## src/rtl/dhcs_pkg.sv

```systemverilog
// Purpose: shared constants for the dual host control select block
// Assumes: one 40 MHz clock, classic wishbone register access
// Notes: legacy select codes are the bit-inverted ones seen at the decoder
package dhcs_pkg;
   localparam int unsigned CLK_HZ = 40_000_000;
   // command codes seen at the decoder (nominal 6 and 7, lines inverted)
   localparam logic [3:0] CODE_LEGACY = 4'h9;
   localparam logic [3:0] CODE_ARRAY = 4'h8;
   // register byte addresses
   localparam logic [3:0] ADDR_CTRL = 4'h0;
   localparam logic [3:0] ADDR_STATUS = 4'h4;
   // control register fields
   localparam int unsigned CTRL_OVR_BIT = 0;
   localparam int unsigned CTRL_WID_LSB = 4;
   localparam int unsigned WID_W = 4;
   localparam logic [3:0] WID_RESET = 4'h4;
   localparam logic [3:0] WID_MIN = 4'h2;
   // status register fields
   localparam int unsigned ST_HOSTCTL_BIT = 0;
   localparam int unsigned ST_BUSY_ACKNOWLEDGE_BIT = 1;
   localparam int unsigned ST_ARRLIT_BIT = 2;
   localparam int unsigned ST_LEGLIT_BIT = 3;
   localparam int unsigned ST_CNT_LSB = 8;
   localparam int unsigned CNT_W = 8;
   // bus and data widths
   localparam int unsigned DATA_W = 16;
   localparam int unsigned ADDR_W = 12;
   localparam int unsigned CMD_W = 4;
   localparam int unsigned PIN_W = 8;
   typedef enum logic [1:0] {
      DHCS_PG_IDLE,
      DHCS_PG_LOW
   } dhcs_pg_state_t;
endpackage

```

## src/rtl/dhcs_pulse_if.sv

```systemverilog
// Purpose: carrier between the top and the setup pulse generator
// Assumes: all signals on clk_i
// Notes: pulse_n is active low
interface dhcs_pulse_if;
   logic trigger;
   logic [dhcs_pkg::WID_W-1:0] width;
   logic pulse_n;
   modport master (output trigger, output width, input pulse_n);
   modport gen (input trigger, input width, output pulse_n);
endinterface

```

## src/rtl/dhcs_pulse_gen.sv

```systemverilog
// Purpose: programmable-width active-low pulse on each trigger taken while idle
// Assumes: trigger is a one-cycle pulse on clk_i
// Notes: widths under the minimum are raised to it
module dhcs_pulse_gen (
   input wire logic clk_i,
   input wire logic rst_i,
   dhcs_pulse_if.gen pif
);
   dhcs_pkg::dhcs_pg_state_t state_ff;
   dhcs_pkg::dhcs_pg_state_t nxt_state;
   logic [dhcs_pkg::WID_W-1:0] cnt_ff;
   logic [dhcs_pkg::WID_W-1:0] nxt_cnt;
   logic pulse_n_ff;
   logic [dhcs_pkg::WID_W-1:0] eff_width;

   // retrigger during a pulse is ignored; the busy handshake forbids it anyway
   assign eff_width = (pif.width < dhcs_pkg::WID_MIN) ? dhcs_pkg::WID_MIN : pif.width;
   assign pif.pulse_n = pulse_n_ff;

   always_comb begin
      nxt_state = state_ff;
      nxt_cnt = cnt_ff;
      case (state_ff)
         dhcs_pkg::DHCS_PG_IDLE: begin
            if (pif.trigger) begin
               nxt_state = dhcs_pkg::DHCS_PG_LOW;
               nxt_cnt = eff_width - 4'h1;
            end
         end
         dhcs_pkg::DHCS_PG_LOW: begin
            if (cnt_ff == 4'h0) begin
               nxt_state = dhcs_pkg::DHCS_PG_IDLE;
            end else begin
               nxt_cnt = cnt_ff - 4'h1;
            end
         end
         default: begin
            nxt_state = dhcs_pkg::DHCS_PG_IDLE;
         end
      endcase
   end

   always_ff @(posedge clk_i) begin
      if (rst_i) begin
         state_ff <= dhcs_pkg::DHCS_PG_IDLE;
         cnt_ff <= 4'h0;
         pulse_n_ff <= 1'b1;
      end else begin
         state_ff <= nxt_state;
         cnt_ff <= nxt_cnt;
         pulse_n_ff <= (nxt_state != dhcs_pkg::DHCS_PG_LOW);
      end
   end
endmodule

```

## src/rtl/dhcs_top.sv

```systemverilog
// Purpose: host arbitration and strobe generation for two hosts
// Assumes: pins are asynchronous and pass two flops; block read pulse is on clk_i
// Notes: combinational paths of the original are one to five cycles later here
module dhcs_top (
   input wire logic clk_i,
   input wire logic rst_i,
   input wire logic wb_cyc_i,
   input wire logic wb_stb_i,
   input wire logic wb_we_i,
   input wire logic [3:0] wb_adr_i,
   input wire logic [3:0] wb_sel_i,
   input wire logic [31:0] wb_dat_i,
   output logic [31:0] wb_dat_o,
   output logic wb_ack_o,
   input wire logic [dhcs_pkg::CMD_W-1:0] legacy_command_lines_i,
   input wire logic legacy_setup_strobe_n_i,
   input wire logic legacy_read_strobe_n_i,
   input wire logic host_bus_master_strobe_i,
   input wire logic host_command_qualifier_i,
   input wire logic block_read_pulse_n_i,
   input wire logic [dhcs_pkg::DATA_W-1:0] legacy_data_i,
   input wire logic [dhcs_pkg::DATA_W-1:0] host_data_i,
   input wire logic [dhcs_pkg::CMD_W-1:0] legacy_cmd_i,
   input wire logic [dhcs_pkg::CMD_W-1:0] host_cmd_i,
   input wire logic [dhcs_pkg::ADDR_W-1:0] legacy_addr_i,
   input wire logic [dhcs_pkg::ADDR_W-1:0] host_addr_i,
   output logic [dhcs_pkg::DATA_W-1:0] selected_data_out_o,
   output logic [dhcs_pkg::CMD_W-1:0] selected_command_out_o,
   output logic [dhcs_pkg::ADDR_W-1:0] buffer_addr_o,
   output logic host_control_o,
   output logic legacy_control_indicator_n_o,
   output logic array_control_indicator_n_o,
   output logic master_setup_strobe_n_o,
   output logic busy_acknowledge_n_o,
   output logic block_read_trigger_n_o,
   output logic toggle_read_trigger_n_o,
   output logic master_read_strobe_n_o
);
   // pin synchronisers: stage one is read only by stage two
   logic [dhcs_pkg::PIN_W-1:0] pin_raw;
   logic [dhcs_pkg::PIN_W-1:0] pin_s1_ff;
   logic [dhcs_pkg::PIN_W-1:0] pin_s2_ff;
   logic [dhcs_pkg::CMD_W-1:0] cmd_s;
   logic setup_n_s;
   logic read_n_s;
   logic host_bus_master_strobe_s;
   logic qual_s;

   assign pin_raw = {host_command_qualifier_i, host_bus_master_strobe_i,
                     legacy_read_strobe_n_i, legacy_setup_strobe_n_i,
                     legacy_command_lines_i};
   assign cmd_s = pin_s2_ff[3:0];
   assign setup_n_s = pin_s2_ff[4];
   assign read_n_s = pin_s2_ff[5];
   assign host_bus_master_strobe_s = pin_s2_ff[6];
   assign qual_s = pin_s2_ff[dhcs_pkg::PIN_W-1];

   always_ff @(posedge clk_i) begin
      if (rst_i) begin
         pin_s1_ff <= 8'h30;
         pin_s2_ff <= 8'h30;
      end else begin
         pin_s1_ff <= pin_raw;
         pin_s2_ff <= pin_s1_ff;
      end
   end

   // registers of the wishbone slave
   logic override_ff;
   logic [dhcs_pkg::WID_W-1:0] width_ff;
   logic [dhcs_pkg::CNT_W-1:0] setup_cnt_ff;
   logic ack_ff;
   logic [31:0] dat_ff;
   logic wb_req;
   logic wr_ctrl;
   logic hit_ctrl;
   logic hit_status;
   logic [31:0] rd_mux;

   // decoder: four select inputs, setup strobe acts as active-low enable
   logic dec_legacy;
   logic dec_array;
   logic dec_array_prev_ff;
   logic sel_ff;
   logic host_ctl;

   assign dec_legacy = ~setup_n_s & (cmd_s == dhcs_pkg::CODE_LEGACY);
   assign dec_array = ~setup_n_s & (cmd_s == dhcs_pkg::CODE_ARRAY);

   always_ff @(posedge clk_i) begin
      if (rst_i) begin
         sel_ff <= 1'b0;
         dec_array_prev_ff <= 1'b0;
      end else begin
         dec_array_prev_ff <= dec_array;
         if (dec_legacy) begin
            sel_ff <= 1'b0;
         end else if (dec_array & ~dec_array_prev_ff) begin
            sel_ff <= 1'b1;
         end
      end
   end

   assign host_ctl = sel_ff & ~override_ff;

   // strobe derivation from bus-master and qualifier
   logic dsetup_n;
   logic dread_n;
   logic dsetup_n_prev_ff;
   logic host_bus_master_strobe_prev_ff;
   logic host_bus_master_strobe_fall;

   assign dsetup_n = ~(host_bus_master_strobe_s & qual_s);
   assign dread_n = ~(host_bus_master_strobe_s & ~qual_s);
   assign host_bus_master_strobe_fall = host_bus_master_strobe_prev_ff & ~host_bus_master_strobe_s;

   dhcs_pulse_if pif ();
   assign pif.trigger = dsetup_n_prev_ff & ~dsetup_n;
   assign pif.width = width_ff;

   dhcs_pulse_gen u_pulse (
      .clk_i(clk_i),
      .rst_i(rst_i),
      .pif(pif)
   );

   // busy flop: release on bus-master drop dominates, as a direct set would
   logic busy_n_ff;
   logic blk_prev_ff;
   logic blk_fall;
   assign blk_fall = blk_prev_ff & ~block_read_pulse_n_i;

   always_ff @(posedge clk_i) begin
      if (rst_i) begin
         busy_n_ff <= 1'b1;
         dsetup_n_prev_ff <= 1'b1;
         host_bus_master_strobe_prev_ff <= 1'b0;
         blk_prev_ff <= 1'b1;
      end else begin
         dsetup_n_prev_ff <= dsetup_n;
         host_bus_master_strobe_prev_ff <= host_bus_master_strobe_s;
         blk_prev_ff <= block_read_pulse_n_i;
         if (~host_bus_master_strobe_s) begin
            busy_n_ff <= 1'b1;
         end else if (~pif.pulse_n) begin
            busy_n_ff <= 1'b0;
         end else if (blk_fall) begin
            busy_n_ff <= 1'b0;
         end
      end
   end

   // merged strobes and selected paths, all registered
   logic master_setup_n;
   assign master_setup_n = pif.pulse_n & setup_n_s;

   always_ff @(posedge clk_i) begin
      if (rst_i) begin
         selected_data_out_o <= 16'h0000;
         selected_command_out_o <= 4'h0;
         buffer_addr_o <= 12'h000;
         host_control_o <= 1'b0;
         legacy_control_indicator_n_o <= 1'b0;
         array_control_indicator_n_o <= 1'b1;
         master_setup_strobe_n_o <= 1'b1;
         busy_acknowledge_n_o <= 1'b1;
         block_read_trigger_n_o <= 1'b1;
         toggle_read_trigger_n_o <= 1'b1;
         master_read_strobe_n_o <= 1'b1;
         setup_cnt_ff <= 8'h00;
      end else begin
         selected_data_out_o <= host_ctl ? host_data_i : legacy_data_i;
         selected_command_out_o <= host_ctl ? host_cmd_i : legacy_cmd_i;
         buffer_addr_o <= host_ctl ? host_addr_i : legacy_addr_i;
         host_control_o <= host_ctl;
         legacy_control_indicator_n_o <= host_ctl;
         array_control_indicator_n_o <= ~sel_ff | override_ff;
         master_setup_strobe_n_o <= master_setup_n;
         busy_acknowledge_n_o <= busy_n_ff;
         block_read_trigger_n_o <= dread_n;
         toggle_read_trigger_n_o <= dread_n;
         master_read_strobe_n_o <= dread_n & read_n_s;
         // load count shows each master setup strobe reaching the setup registers
         if (master_setup_strobe_n_o & ~master_setup_n) begin
            setup_cnt_ff <= setup_cnt_ff + 8'h01;
         end
      end
   end

   // wishbone slave: ack one cycle after request, dropped the cycle after
   assign wb_req = wb_cyc_i & wb_stb_i & ~ack_ff;
   assign hit_ctrl = (wb_adr_i == dhcs_pkg::ADDR_CTRL);
   assign hit_status = (wb_adr_i == dhcs_pkg::ADDR_STATUS);
   assign wr_ctrl = wb_req & wb_we_i & hit_ctrl & wb_sel_i[0];
   assign rd_mux = hit_ctrl ? {24'h000000, width_ff, 3'h0, override_ff} :
                   hit_status ? {16'h0000, setup_cnt_ff, 4'h0,
                                 legacy_control_indicator_n_o, array_control_indicator_n_o,
                                 busy_n_ff, host_ctl} : 32'h00000000;

   always_ff @(posedge clk_i) begin
      if (rst_i) begin
         ack_ff <= 1'b0;
         dat_ff <= 32'h00000000;
         override_ff <= 1'b0;
         width_ff <= dhcs_pkg::WID_RESET;
      end else begin
         ack_ff <= wb_req;
         if (wb_req & ~wb_we_i) begin
            dat_ff <= rd_mux;
         end
         if (wr_ctrl) begin
            override_ff <= wb_dat_i[dhcs_pkg::CTRL_OVR_BIT];
            width_ff <= wb_dat_i[dhcs_pkg::CTRL_WID_LSB +: dhcs_pkg::WID_W];
         end
      end
   end

   assign wb_ack_o = ack_ff;
   assign wb_dat_o = dat_ff;
endmodule

```

## config.mk

```make
export PLATFORM = sky130hd
export DESIGN_NAME = dhcs_top
export DESIGN_NICKNAME = d
export VERILOG_FILES = /design/src/rtl/dhcs_pkg.sv /design/src/rtl/dhcs_pulse_if.sv /design/src/rtl/dhcs_pulse_gen.sv /design/src/rtl/dhcs_top.sv
export SDC_FILE = /design/constraint.sdc
export NUM_CORES = 1
export LEC_CHECK = 0
export ABC_AREA = 1
export BUFFER_PORTS_ARGS = -buffer_cell sky130_fd_sc_hd__clkbuf_2
export CAP_MARGIN = 0
export CELL_PAD_IN_SITES_DETAIL_PLACEMENT = 0
export CELL_PAD_IN_SITES_GLOBAL_PLACEMENT = 2
export CORE_MARGIN = 1
export CORE_UTILIZATION = 22
export CTS_BUF_LIST = sky130_fd_sc_hd__clkbuf_4
export DETAILED_ROUTE_END_ITERATION = 12
export PLACE_DENSITY_LB_ADDON = 0.3
export RECOVER_POWER = 100
export SYNTH_ARGS = -nofsm -noshare
export SYNTH_HDL_FRONTEND = slang
export SYNTH_SLANG_ARGS = --single-unit
```

## constraint.sdc

```tcl
create_clock -name clk_i -period 1.24 [get_ports clk_i]
set_input_delay 0.31 -clock clk_i [delete_from_list [all_inputs] [get_ports clk_i]]
set_output_delay 0.31 -clock clk_i [all_outputs]
set_load 0.01 [all_outputs]
```

==> out/summary.log <==
[run_status] status finished, violations left
[run_status] failing checks setup timing
[cts] CTS Root Cell sky130_fd_sc_hd__clkbuf_4
[cts] deepest level of the CTS H-tree 3
[logic_synthesis] number of instances in the synthesized netlist 434
[cts] clock insertion delay at the later pin of the skew report 0.47 ns
[final_layout] leading cell type in the layout, fill and taps excluded sky130_fd_sc_hd__clkbuf_2
[final_layout] area occupied by multi-input gates 1530 um2
[route] DR DRC count 0
[setup_path] cell depth of the worst setup path 1
[final_layout] layout net count 790
[logic_synthesis] sequential area share after synthesis 52.3%
[setup_path] total buffers and inverters traversed by the critical path 1
[sta] pins over their slew limit 0
[sta] Post-Route Skew 0.0190 ns
[logic_synthesis] complex-gate fraction of the synthesized area 8.85%
[logic_synthesis] post-synthesis cell area 3670 um2
[setup_path] nature of the critical path endpoint primary output
[setup_path] endpoint required time on the critical path 0.93 ns
[final_layout] Synth-to-Final Area Change 65.2%
[final_layout] share of layout cells above drive strength 1 50.5%
[floorplanning] x dimension of the die 131 um
[floorplanning] starting density of the core 22.8%
[place] worst slack, placed -0.0940 ns
[global_routing] number of global-route vias before repair 3,259
[cts] TritonCTS sink count 96
[logic_synthesis] number of synthesized register bits 96
[setup_path] cell-by-cell listing of the critical path buf_6
[floorplanning] number of rows in the core area 46
[global_routing] global-route usage over all layers 12.2%
[sta] Period minus WS final 1.27 ns
[sta] total negative slack -0.310 ns
[global_routing] number of antenna violations at the first check in global routing 1
[sta] Final period util 102%
[route] remaining antenna violation count after routing 0
[cts] Reg clk slew, reported paths 0.16 ns
[pwr] IR Drop Worst-Case VDD 0.333 mV
[route] Via density 3.92
[setup_path] crit path kind reg2out
[setup_path] master of the slowest instance on the critical path sky130_fd_sc_hd__dfxtp_4
[global_routing] largest net degree at the start of global routing 35
[logic_synthesis] simple logic cell fraction of the synthesized area 26.5%
[final_layout] Reg area 1990 um2
[route] total number of vias 3,497
[final_layout] final std cells w/o fill 892
[setup_path] critical path startpoint category register
[final_layout] fillcell total 1,706
[logic_synthesis] xor and xnor area share after synthesis 0.238%
[route] number of detailed-routing iterations run before antenna repair 6
[global_routing] total grt overflow 0
[global_routing] wire length of the first global-routing pass 16,500 um
[place] DP HPWL 7060 um
[final_layout] post-route standard cell area excluding fillers 6070 um2
[floorplanning] area of the die 17,200 um2
[cts] number of buffers created by CTS 9
[logic_synthesis] number of synthesis warnings 0
[pwr] power per standard cell area 917 nW/um2
[place] placed cell area 4780 um2
[floorplanning] floorplan die height 131 um
[logic_synthesis] mean cell area of the mapped netlist 8.47 um2
[logic_synthesis] Synth cell types 39
[setup_path] family with the most delay on the worst path flip-flops
[worst_hold_path] worst hold path class in2reg
[route] overall routed net length 10,500 um
[worst_hold_path] WHS Path Cells 3
[setup_path] Crit path arrival time 0.96 ns
[logic_synthesis] post-synthesis mux area share 0%
[place] number of placed cells counting well taps 803
[setup_path] Worst Reg2Reg Path Length in Cells 7
[setup_path] biggest fanout along the worst timing path 2
[route] DR WL/cell 11.8 um
[floorplanning] CORE AREA 16,100 um2
[logic_synthesis] combinational family with the most area after synthesis simple AND/OR/NAND/NOR gates
[setup_path] maximum cell stage delay along the critical path 0.38 ns
[sta] Final setup violation count 24
[route] count of routing violations after the opening detailed-route iteration 119
[floorplanning] total I/O pin count 191
[place] final estimated routing congestion in global placement 0.732
[sta] Final Worst Setup Slack -0.0309 ns
[pwr] leakage power figure 0.00287 uW
[sta] setup repair after global routing missed its margin true
[place] Port-buffer cells 144
[sta] Final Hold Vio Count 0
[sta] highest clock rate 787 MHz
[run] Maximum Capacitance Violations 0
[logic_synthesis] adder and majority cell fraction of the synthesized area 0.681%
[cts] buffers from clock root to sink, at most 2
[cts] clock tree from TritonCTS yes
[final_layout] most used cells in the layout excluding fill and tap cells sky130_fd_sc_hd__clkbuf_2 (87), sky130_fd_sc_hd__nand2_1 (79), sky130_fd_sc_hd__dfxtp_2 (48)
-- synth_stat cells, drive strengths merged --
| cell | n | area share (%) |
|---|---|---|
| inv | 44 | 4.6 |
| nand2 | 102 | 11 |
| buf | 30 | 6.1 |
| clkbuf | 6 | 0.61 |
| nor3b | 1 | 0.20 |
| or2 | 5 | 0.85 |
| nor3 | 4 | 0.68 |
| conb | 1 | 0.10 |
| o22ai | 1 | 0.17 |
| dfxtp | 96 | 52 |
| ha | 2 | 0.68 |
| a21oi | 17 | 2.3 |
| nand4 | 2 | 0.34 |
| o211a | 1 | 0.27 |
| o21bai | 1 | 0.20 |
| nand3 | 47 | 6.9 |
| o21a | 1 | 0.20 |
| a22oi | 11 | 3.6 |
| xor2 | 1 | 0.24 |
| o21ai | 14 | 1.9 |
| nor2 | 46 | 6.8 |
| a31oi | 1 | 0.17 |
-- power breakdown --
part	switching, uW	leakage (uW)	internal [uW]
Combinational	315	0.00200	394
Clock	1170	0.0000693	455
Sequential	38.2	0.000803	3190
Total	1530	0.00287	4040
-- kinds of logic after synthesis --
| group | count (synthesis) |
|---|---|
| AND/OR/NAND/NOR | 207 |
| flip-flops | 96 |
| other | 1 |
| XOR/XNOR | 1 |
| buffers and inverters | 80 |
| adder cells (fa/ha/maj) | 2 |
| AO/OA/AOI/OAI | 47 |
-- final timing paths --
path                                              start                      end  slack, ns
worst max-delay path            master_setup_strobe_n_o  master_setup_strobe_n_o      -0.03
worst min-delay path                   legacy_addr_i[0]         buffer_addr_o[0]       0.05
worst max register to register                 wb_ack_o              wb_dat_o[9]      -0.03
worst min register to register             pin_s2_ff[7]         dsetup_n_prev_ff       0.40
-- metrics by stage --
step                      utilization (%)  power [uW]  hold slack (ns)
after floorplan                         -        3560            0.365
after global placement               29.7        3820            0.372
final                                37.7        5570           0.0522
after global routing                 37.7        5880           0.0148
after detailed placement             29.7        3830            0.372
after CTS                            34.4        5640          0.00139
-- flip-flops by register name, indices dropped and copies added (netlist names), 2 cells and up --
name / flops
buffer_addr_o: 12
pif.width: 4
pin_s1_ff: 8
pin_s2_ff: 8
selected_command_out_o: 4
selected_data_out_o: 16
setup_cnt_ff: 8
u_pulse.cnt_ff: 4
u_pulse.state_ff: 2
wb_dat_o: 16
-- routing by layer --
| layer | track usage, % | part of all wire [%] |
|---|---|---|
| met2 | 20.4 | 50 |
| met3 | 2.08 | 3.8 |
| met1 | 15.2 | 45 |
| met5 | 0 | 0 |
| met4 | 5.88 | 1.7 |
-- final cells by class --
cell class              instances  share of cell area, %
flip-flops and latches         96                   32.7
repair buffers                243                   32.6
multi-input cells             276                   25.3
well taps                     216                   4.45
inverters                      44                   2.76
clock buffers                   9                   1.11
clock inverters                 7                   1.07
diodes                          1                 0.0412
-- repair_timing --
item / in CTS / in global routing
resized for setup: 41 / 164
endpoints found under the setup margin: 61 / 88
hold buffers: 42 / 0
setup buffers: 16 / 9
pin swaps: 10 / 25
gates cloned: 1 / 4
endpoints found under the hold margin: 41 / 0
Power figures use the tool's default switching activity.
